`src/core/pabm_pkg.sv`:
```
`default_nettype none
package pabm_pkg;
    // port width and pin positions
    localparam int PORT_W = 8;
    localparam int SEGMENT_LO = 4;      // segment lines on upper nibble
    localparam int COMMON_NUM = 4;      // common lines on lower nibble
    localparam int PB_MISO = 3;
    localparam int PB_MOSI = 2;
    localparam int PB_SCK = 1;
    localparam int PB_SS = 0;
    localparam int PB_TMR2_CMP_A = 7;
    localparam int PB_TMR1_CMP_B = 6;
    localparam int PB_TMR1_CMP_A = 5;
    localparam int PB_TMR0_CMP_A = 4;
    // multiplex setting codes: commons in use beyond common line 0
    localparam logic [1:0] MUX_COMMON1 = 2'h1;
    localparam logic [1:0] MUX_COMMON2 = 2'h2;
    localparam logic [1:0] MUX_COMMON3 = 2'h3;
    localparam logic [7:0] ALL_ZERO = 8'h00;
endpackage
`default_nettype wire

```
`src/core/pabm_pin_ctrl.sv`:
```
`default_nettype none
// ----------------------------------------
// generic pin attribute resolution
// ----------------------------------------
module pabm_pin_ctrl #(
    parameter int W = 8
) (
    input wire logic [W-1:0] dir_reg,
    input wire logic [W-1:0] out_reg,
    input wire logic pullup_disable,
    input wire logic sleep_clamp,
    input wire logic [W-1:0] pullup_override_en,
    input wire logic [W-1:0] pullup_override_val,
    input wire logic [W-1:0] direction_override_en,
    input wire logic [W-1:0] direction_override_val,
    input wire logic [W-1:0] value_override_en,
    input wire logic [W-1:0] value_override_val,
    input wire logic [W-1:0] input_enable_override_en,
    input wire logic [W-1:0] input_enable_override_val,
    output logic [W-1:0] pad_pullup,
    output logic [W-1:0] pad_drive_en,
    output logic [W-1:0] pad_drive_val,
    output logic [W-1:0] pad_input_en
);
    // each enable hands its attribute to the override value
    always_comb
    begin
        for (int i = 0; i < W; i++)
        begin
            pad_pullup[i] = pullup_override_en[i] ? pullup_override_val[i]
                : (!dir_reg[i] && out_reg[i] && !pullup_disable);
            pad_drive_en[i] = direction_override_en[i]
                ? direction_override_val[i] : dir_reg[i];
            pad_drive_val[i] = value_override_en[i]
                ? value_override_val[i] : out_reg[i];
            pad_input_en[i] = input_enable_override_en[i]
                ? input_enable_override_val[i] : !sleep_clamp;
        end
    end
endmodule
`default_nettype wire

```
`src/core/pabm_mux.sv`:
```
`default_nettype none
module pabm_mux #(
    parameter int W = pabm_pkg::PORT_W
) (
    input wire logic clk,
    input wire logic sys_rst,
    input wire logic lcd_enable,
    input wire logic [1:0] lcd_multiplex_select,
    input wire logic [3:0] lcd_segment_drive,
    input wire logic [3:0] common_line,
    input wire logic spi_enable,
    input wire logic spi_master,
    input wire logic spi_slave_out,
    input wire logic spi_master_out,
    input wire logic spi_sck_out,
    input wire logic timer2_compare_a_en,
    input wire logic timer2_compare_a_out,
    input wire logic timer1_compare_b_en,
    input wire logic timer1_compare_b_out,
    input wire logic timer1_compare_a_en,
    input wire logic timer1_compare_a_out,
    input wire logic timer0_compare_a_en,
    input wire logic timer0_compare_a_out,
    input wire logic pin_change_en,
    input wire logic pullup_disable,
    input wire logic sleep_clamp,
    input wire logic [W-1:0] porta_dir,
    input wire logic [W-1:0] porta_out,
    input wire logic [W-1:0] portb_dir,
    input wire logic [W-1:0] portb_out,
    input wire logic [W-1:0] portb_raw_pin_input,
    output logic [W-1:0] porta_pullup,
    output logic [W-1:0] porta_drive_en,
    output logic [W-1:0] porta_drive_val,
    output logic [W-1:0] porta_input_en,
    output logic [W-1:0] porta_analog_en,
    output logic [W-1:0] porta_analog_pad_link,
    output logic [W-1:0] portb_pullup,
    output logic [W-1:0] portb_drive_en,
    output logic [W-1:0] portb_drive_val,
    output logic [W-1:0] portb_input_en,
    output logic [15:8] pin_change_source,
    output logic spi_miso_in,
    output logic spi_mosi_in,
    output logic spi_sck_in,
    output logic spi_slave_select_n
);
    // ----------------------------------------
    // state (one unused bit only; outputs are a pure override network)
    // ----------------------------------------
    typedef struct packed {
        logic unused_bit;
    } pabm_state_t;
    pabm_state_t st_q;
    pabm_state_t st_d;

    // keep the housekeeping flop trivially defined after reset
    always_comb
    begin
        st_d = st_q;
        st_d.unused_bit = 1'b0;
    end

    always_ff @(posedge clk)
    begin
        if (sys_rst)
            st_q <= '0;
        else
            st_q <= st_d;
    end

    // ----------------------------------------
    // port a: lcd overrides
    // ----------------------------------------
    logic [W-1:0] a_ovr;
    logic [3:0] common_used;

    always_comb
    begin
        common_used[0] = 1'b1;
        common_used[1] = lcd_multiplex_select >= pabm_pkg::MUX_COMMON1;
        common_used[2] = lcd_multiplex_select >= pabm_pkg::MUX_COMMON2;
        common_used[3] = lcd_multiplex_select >= pabm_pkg::MUX_COMMON3;
    end

    assign a_ovr[W-1:pabm_pkg::SEGMENT_LO] = {4{lcd_enable}};
    assign a_ovr[pabm_pkg::COMMON_NUM-1:0] = {4{lcd_enable}} & common_used;

    // segment and common wiring onto the analog link
    assign porta_analog_pad_link = {lcd_segment_drive, common_line};
    assign porta_analog_en = a_ovr;

    // port a resolution; values all zero, port value never overridden
    pabm_pin_ctrl #(.W(W)) u_pa (
        .dir_reg(porta_dir),
        .out_reg(porta_out),
        .pullup_disable(pullup_disable),
        .sleep_clamp(sleep_clamp),
        .pullup_override_en(a_ovr),
        .pullup_override_val(pabm_pkg::ALL_ZERO),
        .direction_override_en(a_ovr),
        .direction_override_val(pabm_pkg::ALL_ZERO),
        .value_override_en(pabm_pkg::ALL_ZERO),
        .value_override_val(pabm_pkg::ALL_ZERO),
        .input_enable_override_en(a_ovr),
        .input_enable_override_val(pabm_pkg::ALL_ZERO),
        .pad_pullup(porta_pullup),
        .pad_drive_en(porta_drive_en),
        .pad_drive_val(porta_drive_val),
        .pad_input_en(porta_input_en)
    );

    // ----------------------------------------
    // port b: timers, spi, pin change
    // ----------------------------------------
    logic spi_mst;
    logic spi_slv;
    logic [W-1:0] b_pu_en, b_pu_val, b_dd_en, b_pv_en, b_pv_val;
    logic [W-1:0] b_ie_en;

    assign spi_mst = spi_enable & spi_master;
    assign spi_slv = spi_enable & ~spi_master;

    always_comb
    begin
        b_pu_en = '0;
        b_pu_val = '0;
        b_dd_en = '0;
        b_pv_en = '0;
        b_pv_val = '0;
        // timer compare outputs; driver stays under dir bit
        b_pv_en[pabm_pkg::PB_TMR2_CMP_A] = timer2_compare_a_en;
        b_pv_val[pabm_pkg::PB_TMR2_CMP_A] = timer2_compare_a_out;
        b_pv_en[pabm_pkg::PB_TMR1_CMP_B] = timer1_compare_b_en;
        b_pv_val[pabm_pkg::PB_TMR1_CMP_B] = timer1_compare_b_out;
        b_pv_en[pabm_pkg::PB_TMR1_CMP_A] = timer1_compare_a_en;
        b_pv_val[pabm_pkg::PB_TMR1_CMP_A] = timer1_compare_a_out;
        b_pv_en[pabm_pkg::PB_TMR0_CMP_A] = timer0_compare_a_en;
        b_pv_val[pabm_pkg::PB_TMR0_CMP_A] = timer0_compare_a_out;
        // miso forced input only as master
        b_dd_en[pabm_pkg::PB_MISO] = spi_mst;
        // mosi forced input only as slave
        b_dd_en[pabm_pkg::PB_MOSI] = spi_slv;
        // sck forced input only as slave
        b_dd_en[pabm_pkg::PB_SCK] = spi_slv;
        // slave select forced input as slave
        b_dd_en[pabm_pkg::PB_SS] = spi_slv;
        // pull-up on forced inputs follows the output bit
        for (int i = 0; i <= pabm_pkg::PB_MISO; i++)
        begin
            b_pu_en[i] = b_dd_en[i];
            b_pu_val[i] = portb_out[i] & ~pullup_disable;
        end
        // driving spi outputs: master drives mosi, sck; slave drives miso
        b_pv_en[pabm_pkg::PB_MISO] = spi_slv;
        b_pv_val[pabm_pkg::PB_MISO] = spi_slave_out;
        b_pv_en[pabm_pkg::PB_MOSI] = spi_mst;
        b_pv_val[pabm_pkg::PB_MOSI] = spi_master_out;
        b_pv_en[pabm_pkg::PB_SCK] = spi_mst;
        b_pv_val[pabm_pkg::PB_SCK] = spi_sck_out;
        // pin change keeps the input alive through sleep
        b_ie_en = {W{pin_change_en}};
    end

    pabm_pin_ctrl #(.W(W)) u_pb (
        .dir_reg(portb_dir),
        .out_reg(portb_out),
        .pullup_disable(pullup_disable),
        .sleep_clamp(sleep_clamp),
        .pullup_override_en(b_pu_en),
        .pullup_override_val(b_pu_val),
        .direction_override_en(b_dd_en),
        .direction_override_val(pabm_pkg::ALL_ZERO),
        .value_override_en(b_pv_en),
        .value_override_val(b_pv_val),
        .input_enable_override_en(b_ie_en),
        .input_enable_override_val(b_ie_en),
        .pad_pullup(portb_pullup),
        .pad_drive_en(portb_drive_en),
        .pad_drive_val(portb_drive_val),
        .pad_input_en(portb_input_en)
    );

    // pin change sources, raw inputs (consumer synchronises)
    assign pin_change_source = portb_raw_pin_input;
    assign spi_miso_in = portb_raw_pin_input[pabm_pkg::PB_MISO];
    assign spi_mosi_in = portb_raw_pin_input[pabm_pkg::PB_MOSI];
    assign spi_sck_in = portb_raw_pin_input[pabm_pkg::PB_SCK];
    assign spi_slave_select_n = portb_raw_pin_input[pabm_pkg::PB_SS];

    // ----------------------------------------
    // checks
    // ----------------------------------------
    // segment pins released by lcd
    segment_release_a: assert property (@(posedge clk) disable iff (sys_rst)
        lcd_enable |-> (porta_drive_en[W-1:pabm_pkg::SEGMENT_LO] == '0
        && porta_pullup[W-1:pabm_pkg::SEGMENT_LO] == '0
        && porta_input_en[W-1:pabm_pkg::SEGMENT_LO] == '0))
        else $error("segment pins not released");
    // common zero override
    common_zero_a: assert property (@(posedge clk) disable iff (sys_rst)
        lcd_enable |-> !porta_drive_en[0] && porta_analog_en[0])
        else $error("common 0 not overridden");
    // common three with mux
    common_three_a: assert property (@(posedge clk) disable iff (sys_rst)
        (lcd_enable && lcd_multiplex_select != pabm_pkg::MUX_COMMON3)
        |-> porta_drive_en[3] == porta_dir[3])
        else $error("common 3 wrongly overridden");
    // miso master input
    miso_master_a: assert property (@(posedge clk) disable iff (sys_rst)
        spi_mst |-> !portb_drive_en[3]
        && portb_pullup[3] == (portb_out[3] && !pullup_disable))
        else $error("miso not forced input");
    // miso slave direction
    miso_slave_a: assert property (@(posedge clk) disable iff (sys_rst)
        spi_slv |-> portb_drive_en[3] == portb_dir[3])
        else $error("miso direction overridden");
    // mosi slave input
    mosi_slave_a: assert property (@(posedge clk) disable iff (sys_rst)
        spi_slv |-> !portb_drive_en[2] && !portb_drive_en[0])
        else $error("mosi or ss not input");
    // sck slave input
    sck_slave_a: assert property (@(posedge clk) disable iff (sys_rst)
        spi_slv |-> !portb_drive_en[1])
        else $error("sck not input");
    // plain gpio without overrides
    plain_gpio_a: assert property (@(posedge clk) disable iff (sys_rst)
        (!lcd_enable && !spi_enable && !pin_change_en && !sleep_clamp)
        |-> porta_drive_en == porta_dir && porta_input_en == 8'hFF)
        else $error("plain pin not ordinary");
    // pin change wiring
    pin_change_a: assert property (@(posedge clk) disable iff (sys_rst)
        pin_change_source == portb_raw_pin_input)
        else $error("pin change map wrong");
endmodule
`default_nettype wire

```
`config.mk`:
```
export PLATFORM = sky130hd
export DESIGN_NAME = pabm_mux
export DESIGN_NICKNAME = d
export VERILOG_FILES = /design/src/core/pabm_pkg.sv /design/src/core/pabm_pin_ctrl.sv /design/src/core/pabm_mux.sv
export SDC_FILE = /design/constraint.sdc
export NUM_CORES = 1
export LEC_CHECK = 0
export ABC_AREA = 1
export BUFFER_PORTS_ARGS = -buffer_cell sky130_fd_sc_hd__buf_2
export CORE_ASPECT_RATIO = 1.75
export CORE_MARGIN = 5
export CORE_UTILIZATION = 25
export DETAILED_ROUTE_END_ITERATION = 6
export GPL_TIMING_DRIVEN = 0
export PLACE_DENSITY = 0.95
export SLEW_MARGIN = 0
export SYNTH_ARGS = -nofsm -noshare
export SYNTH_HDL_FRONTEND = slang
export SYNTH_SLANG_ARGS = --single-unit
```
`constraint.sdc`:
```
create_clock -name vclk -period 1
set_input_delay 0.2 -clock vclk [all_inputs]
set_output_delay 0.2 -clock vclk [all_outputs]
set_load 0.005 [all_outputs]
```
# ---- Word level (Yosys, flattened, before mapping)
# Index checks and enable logic that the tools add are counted.
dict set report word_totals {
  regBits 0
  out_inout_bits 92
  word_cells 99
  input_bits 69
}
dict set report op_classes {
  order_cmp 3
  reduce_logical 50
  bitwise 9
  n_mux 37
}
# op count
set op_table {}
lappend op_table {{1-bit two-way mux} 37}
lappend op_table {{1-bit logical AND} 32}
lappend op_table {{1-bit logical NOT} 18}
lappend op_table {{1-bit bitwise AND} 6}
lappend op_table {{4-bit bitwise AND} 1}
lappend op_table {{2-bit greater-or-equal comparator (second input constant)} 2}
lappend op_table {{2-bit by 1-bit greater-or-equal comparator with 1-bit output (second input constant)} 1}
lappend op_table {{1-bit inverter} 2}

# ---- Logic depth before layout (Yosys ltp)
# Gate-level depths: netlist of the first run.
dict set report logic_depth {
  depth_word 4
  ltp_mapped 4
  depth_no_buf 4
}

# ---- Hierarchy
# From an unflattened synthesis of the first run, not the netlist that was laid out.
dict set report hier_totals {
  cells_unflattened 254
  hier_area_um2 1127.3
}
# module area_per_inst_um2 cells_per_inst instances seq_area_each_um2
set by_module_without_submodules {}
lappend by_module_without_submodules {pabm_pin_ctrl 431.7 105 2 0.0}
lappend by_module_without_submodules {pabm_mux 264.0 44 1 0.0}

# ---- Worst setup path before layout of the first run
# Ideal clock, no wire load.
dict set report synth_path {
  kind {input -> output}
  start {in lcd_enable}
  end {out porta_input_en[4]}
  arrival_time_ns 0.721
  required_time_ns 0.800
  slack_ns 0.079
  cell_stages 3
  path_buffers 2
  cell_sequence {buf_6 nor2_1 buf_4}
}
dict set report synth_via {
  elab_chain_len 1
}
# element line_no
set synth_rtl {}
lappend synth_rtl {{start: declaration} pabm_mux.sv:7} ;# input wire logic lcd_enable,
lappend synth_rtl {{1-bit two-way mux} pabm_pin_ctrl.sv:37} ;# ? input_enable_override_val[i] : !sleep_clamp;
lappend synth_rtl {{end: declaration} pabm_mux.sv:35} ;# output logic [W-1:0] porta_input_en,
# Every way passes these cells.

# ---- Final worst setup path of the first run
dict set report layout_path {
  start {in sleep_clamp}
  end {out portb_input_en[6]}
}
dict set report layout_via {
  elab_chain_len 2
}
# element line_no
set layout_rtl {}
lappend layout_rtl {{start: declaration} pabm_mux.sv:26} ;# input wire logic sleep_clamp,
lappend layout_rtl {{1-bit logical NOT} pabm_pin_ctrl.sv:37}
lappend layout_rtl {{1-bit two-way mux} pabm_pin_ctrl.sv:37}
lappend layout_rtl {{end: declaration} pabm_mux.sv:41} ;# output logic [W-1:0] portb_input_en,
# Every way passes these cells.

==> summary.md, run 1 <==
| Metric | Value |
|---|---|
| Outcome | `finished with violations` |
| Violated checks | `setup timing` |
| Congestion Overflow GR | `0` |
| YS warnings | `0` |
| Seq/Total Area, Yosys | `0%` |
| Syn_area_per_cell | `approximately 5.2 um2` |
| Crit path max fanout | `8` |
| Die width | `a little over 50 um` |
| Slew Viols, Final | `0` |
| Clock share of power | `0%` |
| Row count | `26` |
| All-layer global routing usage | `~15%` |
| Cell Chain, Critical Path | `buf_8, inv_4, or2_4, buf_6, buf_6` |
| CTS Hold Bufs | `0` |
| Post-Place Cells | `between 300 and 400` |
| Clock buf count | `0` |
| CP max stage cell | `or2_4` |
| Vias per std cell | `roughly 4.3` |
| Yosys cell types | `11` |
| Total Power Consumption | `690 uW` |
| First-pass GRT wire length | `5.49 mm` |
| Detailed Route Iter0 Violations | `11` |
| Reg area | `0 um2` |
| Finished Cell Area | `around 0.0017 mm2` |
| Largest net degree at the start of global routing | `11` |
| Sequential cell count | `0` |
| Setup violators final | `7` |
| Fmax | `about 970 MHz` |
| Synth Area in Adders | `0%` |
| Most frequent cell after synthesis | `buf_4` |
| DRT Pass-1 Iters | `4` |
| Share of layout cells above drive strength 1 | `71.9%` |
| Hold Path Class | `in2out` |
| Switch share | `39.9%` |
| Top sig layer | `met3` |
| XOR/XNOR Fraction of Synth Area | `0%` |
| CP Class | `in2out` |
| Dpl cell area | `0.00151 mm2` |
| Critical Path Max Stage Delay | `between 0.2 and 0.3 ns` |
| Cell count after synthesis | `between 100 and 150` |
| Antenna violations before repair | `0` |
| Metal3 WL | `a little over 600 um` |
| Worst-Margin Slew | `between 0.2 and 0.25 ns` |
| Seq pwr share | `0%` |
| Pwr Density | `a little over 400 mW/mm2` |
| Peak supply drop | `roughly 0.22 mV` |
| Die height | `between 80 and 90 um` |
| RSZ-0062 raised after global routing | `yes` |
| DIE AREA | `0.00431 mm2` |
| Starting Density | `between 20% and 30%` |
| Rel. slew slack | `between 80% and 90%` |
| Via count | `~1400` |
| Multiplexer area fraction after synthesis | `0%` |
| Net Sw Power | `approximately 280 uW` |
| Most used cell, CP | `buf_6` |
| M1 wire length | `1.11 mm` |
| Yosys top cell by area | `buf_4` |
| Fin nets | `approximately 360` |
| Crit path time final | `around 1 ns` |
| Antenna-violating nets left | `0` |
| Core Area | `0.00293 mm2` |
| Non-filler cells, final | `320` |
| Routed wire per std cell | `about 12 um` |
| Placer Congestion | `~0.75` |
| Number of global-route vias before repair | `approximately 1300` |
| Port bufs | `roughly 140` |
| Pint | `~410 uW` |
| Setup ws final | `-0.0294 ns` |
| Largest family of logic cells by synthesized area | `buffers and inverters` |
| Number of max-cap violations | `0` |
| Synth cell count leaders | `buf_4 (49), nand2_1 (30), nor2_1 (25)` |
| Synthesized area | `~770 um2` |
| Critical path capture point type | `primary output` |
| Met2 wire len | `around 2.1 mm` |
| Complex-gate fraction of the synthesized area | `between 5 and 6%` |
| Synth top area share | `about 48%` |
| Fin. Hold Viols | `0` |
| Combinational share of power | `between 90% and 100%` |
| Critical Path AT | `0.83 ns` |
| Routed WL | `3.80 mm` |
| Simple-gate share of the synthesized area | `around a third` |
| Synth top area cells | `buf_4 (48%), nand2_1 (15%), nor2_1 (12%)` |
| Fin crit share | `103%` |
| P&R area growth vs syn | `120%` |
| Critical Path Source Type | `input port` |
| DRC viols | `0` |
| Final Util | `around 57%` |
| Io pins | `roughly 160` |
| Synth Net Count | `between 200 and 250` |
| # diodes | `0` |
| CP required | `around 0.8 ns` |
| Post-DP HPWL | `approximately 3.3 mm` |
| Leakage power | `1.17 nW` |
-- power by group through the flow --
| stage | combinational (mW) | clock (mW) | sequential [mW] |
|---|---|---|---|
| after global placement | 0.605 | 0 | 0 |
| after CTS | 0.659 | 0 | 0 |
| final | 0.690 | 0 | 0 |
| after global routing | 0.758 | 0 | 0 |
| after detailed placement | 0.618 | 0 | 0 |
| after floorplan | 0.290 | 0 | 0 |
-- worst max-delay path: cells and delay by family --
kind / cells / cell delay [ns]
buffers and inverters: 4 / 0.35
AND/OR/NAND/NOR: 1 / 0.28
-- through the flow --
step	hold WS, ns	setup TNS [ns]	worst slack [ns]
finish	0.566	-0.187	-0.0294
global route	0.569	-0.420	-0.0553
CTS	0.568	-0.260	-0.0644
detailed placement	0.568	-2.18	-0.172
global placement	0.568	-1.83	-0.158
floorplan	0.431	0	0.0786
-- path summary, 6_finish.rpt --
check	start	to	slack [ns]	cells past startpoint
hold / removal	portb_raw_pin_input[4]	pin_change_source[12]	0.57	2
setup / recovery	sleep_clamp	portb_input_en[6]	-0.03	5
-- layer usage --
metal  track usage, %  vias up
li1                 -      679
met1             13.1      584
met2             32.1      110
met3             5.38        0
met4                0        0
met5                0        -
-- cell families after synthesis --
kind of cell / Yosys count
and+or+nand+nor: 64
AOI/OAI and AO/OA: 8
buffers and inverters: 74
-- layout make-up --
cell class,instances,area (um2)
fillers,263,1240
repair buffers,146,808
plain buffers,50,414
multi-input cells,72,330
inverters,24,95.1
well taps,28,35.0
-- placed cells by master, fill, tap and decap left out, drive strengths merged --
cell type,count
or2,2
nor2,25
buf,195
a21oi,4
nor3,4
clkbuf,1
nand3,3
inv,24
nand2,30
o21ai,4
-- repair_timing --
item,4_1_cts,5_1_grt
buffers inserted,0,4
pin swaps,2,3
setup endpoints to repair,24,19
gates resized for setup,23,16
(Power assumes the default switching activity.)
==> run 2: changes to the inputs <==
--- a/config.mk
+++ b/config.mk
@@ -7,12 +7,12 @@
 export LEC_CHECK = 0
 export ABC_AREA = 1
 export BUFFER_PORTS_ARGS = -buffer_cell sky130_fd_sc_hd__buf_2
-export CORE_ASPECT_RATIO = 1.75
-export CORE_MARGIN = 5
-export CORE_UTILIZATION = 25
+export CORE_AREA = 2 2 62 64
 export DETAILED_ROUTE_END_ITERATION = 6
+export DIE_AREA = 0 0 64 66
 export GPL_TIMING_DRIVEN = 0
-export PLACE_DENSITY = 0.95
+export PLACE_DENSITY = 0.86
+export REMOVE_ABC_BUFFERS = 1
 export SLEW_MARGIN = 0
 export SYNTH_ARGS = -nofsm -noshare
 export SYNTH_HDL_FRONTEND = slang
==> run 2 against run 1 <==
  * The run now ends clean
  * Setup slack improved by 0.029 ns
  * Non-clock buffer count is 68 lower
  * Final cell count decreased by 15%
  * Die area decreased by 2.1%
  * Sequential share of layout area unchanged
  * Sequential cell count stayed put
  * Combinational power decreased by 32%
  * Core utilization decreased by 24 points
  * Critical path depth decreased by 1
  * Critical path type unchanged
==> summary.md, run 2 (synthesis results as in run 1) <==
| Metric | Value |
|---|---|
| Crit path time final | `1.00 ns (-0.0295 ns)` |
| Sequential cell count | `0 (unchanged)` |
| Setup ws final | `0.0000724 ns (+0.0295 ns)` |
| DRT Pass-1 Iters | `4 (unchanged)` |
| Fmax | `1000 MHz (+2.9%)` |
| Io pins | `161 (unchanged)` |
| Antenna violations before repair | `0 (unchanged)` |
| Antenna-violating nets left | `0 (unchanged)` |
| Number of fill cells | `391 (+49%)` |
| CTS Hold Bufs | `0 (unchanged)` |
| CP Class | `in2out` |
| Die height | `66 um (-21%)` |
| Hold Path End | `spi_sck_in` |
| Critical Path AT | `0.80 ns (-0.03 ns)` |
| Slew Viols, Final | `0 (unchanged)` |
| Cell Chain, Critical Path | `buf_12, or2_4, nor2_1, buf_2` |
| Worst hold slack | `0.400 ns (-0.166 ns)` |
| Total Power Consumption | `466 uW (-33%)` |
| Congestion Overflow GR | `0 (unchanged)` |
| Hold path cells | `0 (-2)` |
| Detailed Route Iter0 Violations | `24 (+13)` |
| Core Area | `0.00355 mm2 (+21%)` |
| RSZ-0062 raised after global routing | `yes` |
| Hold Path Class | `in2out` |
| CP max stage cell | `or2_4` |
| Number of max-cap violations | `0 (unchanged)` |
| Peak supply drop | `0.142 mV (-35%)` |
| All-layer global routing usage | `13.9% (-1.3 points)` |
| DIE AREA | `0.00422 mm2 (-2.1%)` |
| Clock buf count | `0 (unchanged)` |
| Via count | `1105 (-20%)` |
| DRC viols | `0 (unchanged)` |
| Place WS | `-0.134 ns (+0.0384 ns)` |
| Vias per std cell | `4.06 (-5.3%)` |
| Critical Path Max Stage Delay | `0.29 ns (about the same)` |
| Crit path max fanout | `6 (-2)` |
| Commonest non-fill, non-tap cell in the layout | `buf_2` |
| Critical Path Source Type | `input port` |
| Largest net degree at the start of global routing | `16 (+5)` |
| Finished Cell Area | `0.00118 mm2 (-30%)` |
| Fin crit share | `100% (-2.9 points)` |
| Fin nets | `295 (-19%)` |
| Port bufs | `123 (-13%)` |
| Most frequent cells in the layout | `buf_2 (121), nand2_1 (28), inv_1 (22), nor2_1 (20)` |
| CP required | `0.80 ns (about the same)` |
| Routed wire per std cell | `12.8 um (+7.8%)` |
| Starting Density | `21.6% (-4.6 points)` |
| P&R area growth vs syn | `54.6%` |
| Post-DP HPWL | `3.10 mm (-7.3%)` |
| Routed WL | `3.48 mm (-8.3%)` |
| Row count | `22 (-15%)` |
| Outcome | `completed` |
| First-pass GRT wire length | `4.33 mm (-21%)` |
| Reg area | `0 um2 (unchanged)` |
| Share of layout cells above drive strength 1 | `62.5% (-9.4 points)` |
| Hold wc startpoint | `portb_raw_pin_input[1]` |
| Rel. slew slack | `85.5% (-0.88 points)` |
| Worst-Margin Slew | `0.217 ns (+0.0125 ns)` |
| Placer Congestion | `0.737 (-1.1%)` |
| Die width | `64 um (+23%)` |
| Number of global-route vias before repair | `850 (-34%)` |
| Leakage power | `0.839 nW (-29%)` |
| Pwr Density | `393 mW/mm2 (-4.1%)` |
| Setup TNS | `0 ns (+0.187 ns)` |
| Fin. Hold Viols | `0 (unchanged)` |
| Dpl cell area | `0.00106 mm2 (-30%)` |
| Multi-input logic area | `330 um2 (unchanged)` |
| Critical path capture point type | `primary output` |
| Setup violators final | `0 (-7)` |
| # diodes | `0 (unchanged)` |
==> run 2: cell types whose count changed in the layout (fill, tap and decap cells not counted), moves of 2 or more <==
cell,before,now
buf_2,132,121
buf_8,2,0
buf_6,15,0
buf_4,45,4
nor2_2,5,3
==> run 2: how the worst max path moves through the flow <==
stage	startpoint	to	slack, ns	cells after the start
2_1_floorplan	sleep_clamp	portb_input_en[0]	0.20	2
3_3_place_gp	lcd_enable	porta_pullup[2]	-0.11	5
3_5_place_dp	lcd_enable	porta_pullup[2]	-0.13	5
4_1_cts	pullup_disable	porta_pullup[7]	-0.01	4
5_1_grt	lcd_enable	porta_pullup[7]	-0.02	4
6_report	lcd_enable	porta_pullup[4]	0.00007	4
==> run 2: timing repair <==
action,in CTS,in global routing
gates cloned,0,1
endpoints found under the setup margin,29,10
pin swaps,2,2
resized for setup,15,7
setup buffers,1,3
==> run 2: cell type report <==
class | instances | area share [%]
well taps | 48 | 5.07
repair buffers | 128 | 59.2
multi-input cells | 72 | 27.9
inverters | 24 | 7.82
==> run 2: stage by stage <==
step | cells | utilization [%]
after floorplan | 96 | -
after global placement | 267 | 29.9
after detailed placement | 267 | 29.9
after CTS | 268 | 31.3
after global routing | 272 | 33.3
final | 272 | 33.3
==> run 2: layer usage <==
metal  wire length, um  vias up  global-route usage, %
met4                29        2                   1.09
met1              1160      468                   13.1
li1                  -      538                      -
met5                54        -                   11.1
met3               631        4                   10.2
met2              1600       93                   24.1
==> run 2: critical path, delay by kind of cell <==
kind                   cells  cell delay, ns
buffers and inverters      2            0.23
AND/OR/NAND/NOR            2            0.38
==> run 2: power by group <==
part	internal, mW	switching (mW)	total, mW
registers	0	0	0
clock network	0	0	0
logic	0.249	0.217	0.466
==> run 3: changes to the inputs <==
--- a/config.mk
+++ b/config.mk
@@ -10,7 +10,6 @@
 export CORE_AREA = 2 2 62 64
 export DETAILED_ROUTE_END_ITERATION = 6
 export DIE_AREA = 0 0 64 66
-export GPL_TIMING_DRIVEN = 0
 export PLACE_DENSITY = 0.86
 export REMOVE_ABC_BUFFERS = 1
 export SLEW_MARGIN = 0
==> run 3 against run 2 <==
  * Fmax grew 0.73%
  * Total power decreased by 3.7%
  * Core utilization shrank 1.2 points
  * Sequential share of layout area unchanged
  * Setup slack gained 0.0072 ns
  * Worst hold slack unchanged
  * Global-route usage grew 0.47 points
  * Non-clock buffer count down 1
  * Via count fell by 1.3%
  * Final cell count decreased by 0.37%
  * Largest cell class unchanged
==> summary.md, run 3 (synthesis results as in run 1) <==
| Metric | Value |
|---|---|
| Leakage power | `0.824 nW (-1.8%)` |
| Peak supply drop | `0.106 mV (-25%)` |
| Fin. Hold Viols | `0 (unchanged)` |
| Critical path capture point type | `primary output` |
| DRC viols | `0 (unchanged)` |
| Share of layout cells above drive strength 1 | `61.9% (-0.62 points)` |
| Hold wc startpoint | `portb_raw_pin_input[1]` |
| Placer Congestion | `0.787 (+6.7%)` |
| DIE AREA | `0.00422 mm2 (unchanged)` |
| CP required | `0.80 ns (about the same)` |
| Worst hold slack | `0.400 ns (unchanged)` |
| Outcome | `completed` |
| Io pins | `161 (unchanged)` |
| Via count | `1091 (-1.3%)` |
| Number of fill cells | `413 (+5.6%)` |
| Core Area | `0.00355 mm2 (unchanged)` |
| Largest net degree at the start of global routing | `9 (-7)` |
| Critical Path Source Type | `input port` |
| Kind of cell adding the most delay to the critical path | `simple AND/OR/NAND/NOR gates` |
| All-layer global routing usage | `14.4% (+0.47 points)` |
| Worst path bufs/invs | `2 (unchanged)` |
| P&R area growth vs syn | `49.2%` |
| Most frequent cells in the layout | `buf_2 (121), nand2_1 (29), inv_1 (23), nor2_1 (19), nor2_2 (5)` |
| Setup violators final | `0 (unchanged)` |
| Critical Path Max Stage Delay | `0.28 ns (about the same)` |
| DRT Pass-1 Iters | `4 (unchanged)` |
| CTS Hold Bufs | `0 (unchanged)` |
| Non-filler cells, final | `271 (-0.37%)` |
| Routed wire per std cell | `12.9 um (+1.0%)` |
| Antenna violations before repair | `0 (unchanged)` |
| Crit path time final | `0.993 ns (-0.00721 ns)` |
| Reg area | `0 um2 (unchanged)` |
| Worst-Margin Slew | `0.174 ns (-0.0433 ns)` |
| CP max stage cell | `or2_4` |
| Pwr Density | `393 mW/mm2 (-0.21%)` |
| Rel. slew slack | `88.4% (+2.9 points)` |
| Hold Path End | `spi_sck_in` |
| Hold path cells | `0 (unchanged)` |
| Finished Cell Area | `0.00114 mm2 (-3.5%)` |
| Antenna-violating nets left | `0 (unchanged)` |
| Routed WL | `3.50 mm (+0.63%)` |
| Clock buf count | `0 (unchanged)` |
| Dpl cell area | `0.00109 mm2 (+2.8%)` |
| Place WS | `-0.0775 ns (+0.0565 ns)` |
| Hold Path Class | `in2out` |
| Post-Place Cells | `271 (+1.5%)` |
| # diodes | `0 (unchanged)` |
| Commonest non-fill, non-tap cell in the layout | `buf_2` |
| Slew Viols, Final | `0 (unchanged)` |
| Row count | `22 (unchanged)` |
| Port bufs | `123 (unchanged)` |
| Cell Chain, Critical Path | `buf_8, or2_4, nor2_2, buf_2` |
| Setup ws final | `0.00728 ns (+0.00721 ns)` |
| Critical Path AT | `0.79 ns (about the same)` |
| Fmax | `1010 MHz (+0.73%)` |
| Sequential cell count | `0 (unchanged)` |
| Die height | `66 um (unchanged)` |
| Number of max-cap violations | `0 (unchanged)` |
| Vias per std cell | `4.03 (-0.90%)` |
| Post-DP HPWL | `3.21 mm (+3.5%)` |
| Starting Density | `21.6% (unchanged)` |
| Die width | `64 um (unchanged)` |
| Fin nets | `294 (-0.34%)` |
| Number of global-route vias before repair | `855 (+0.59%)` |
| CP Class | `in2out` |
| Crit path max fanout | `6 (unchanged)` |
| Detailed Route Iter0 Violations | `22 (-8.3%)` |
| Congestion Overflow GR | `0 (unchanged)` |
| RSZ-0062 raised after global routing | `yes` |
| Fin crit share | `99.3% (-0.72 points)` |
| First-pass GRT wire length | `4.51 mm (+4.3%)` |
run 3: cell count changes in the layout (fill, tap and decap cells not counted), sizes merged:
cell	previous run	this run
clkbuf	1	0
run 3: what timing repair did:
item,CTS,global route
gates resized for setup,9,8
setup buffers,0,0
pin swaps,2,5
setup endpoints to repair,28,15
run 3: power by group:
part           internal, mW  leakage [nW]  switching, mW  total, mW
Combinational         0.235         0.824          0.214      0.449
Clock                     0             0              0          0
Sequential                0             0              0          0
run 3: cell type report:
type                       count  area [um2]  share of cell area, %
timing repair buffer         127         666                   58.3
multi-input combinational     72         327                   28.6
inverter                      24        90.1                   7.89
tap                           48        60.1                   5.26
run 3: per-stage QoR:
stage                     power [mW]  setup TNS, ns  utilization, %
after floorplan                0.129              0               -
after detailed placement       0.430         -0.650            30.8
after CTS                      0.442       -0.00555            31.4
after global routing           0.501         -0.163            32.2
final                          0.449              0            32.2
after global placement         0.422         -0.356            30.8
run 3: worst max-delay path by stage:
stage                    from                 to  slack (ns)  depth (start not counted)
5_1_grt            lcd_enable    porta_pullup[5]       -0.03                          4
2_1_floorplan     sleep_clamp  portb_input_en[0]        0.20                          2
3_3_place_gp   pullup_disable    portb_pullup[0]       -0.07                          5
3_5_place_dp   pullup_disable    portb_pullup[0]       -0.08                          5
4_1_cts        pullup_disable    porta_pullup[7]      -0.006                          4
6_report           lcd_enable    porta_pullup[5]       0.007                          4
run 3: layer usage:
| layer | vias to the layer above | GRT usage [%] | part of all wire, % |
|---|---|---|---|
| li1 | 534 | - | - |
| met1 | 458 | 13.5 | 32 |
| met2 | 95 | 24.7 | 46 |
| met3 | 2 | 11.6 | 20 |
| met4 | 2 | 0 | 0 |
| met5 | - | 11.1 | 1.5 |
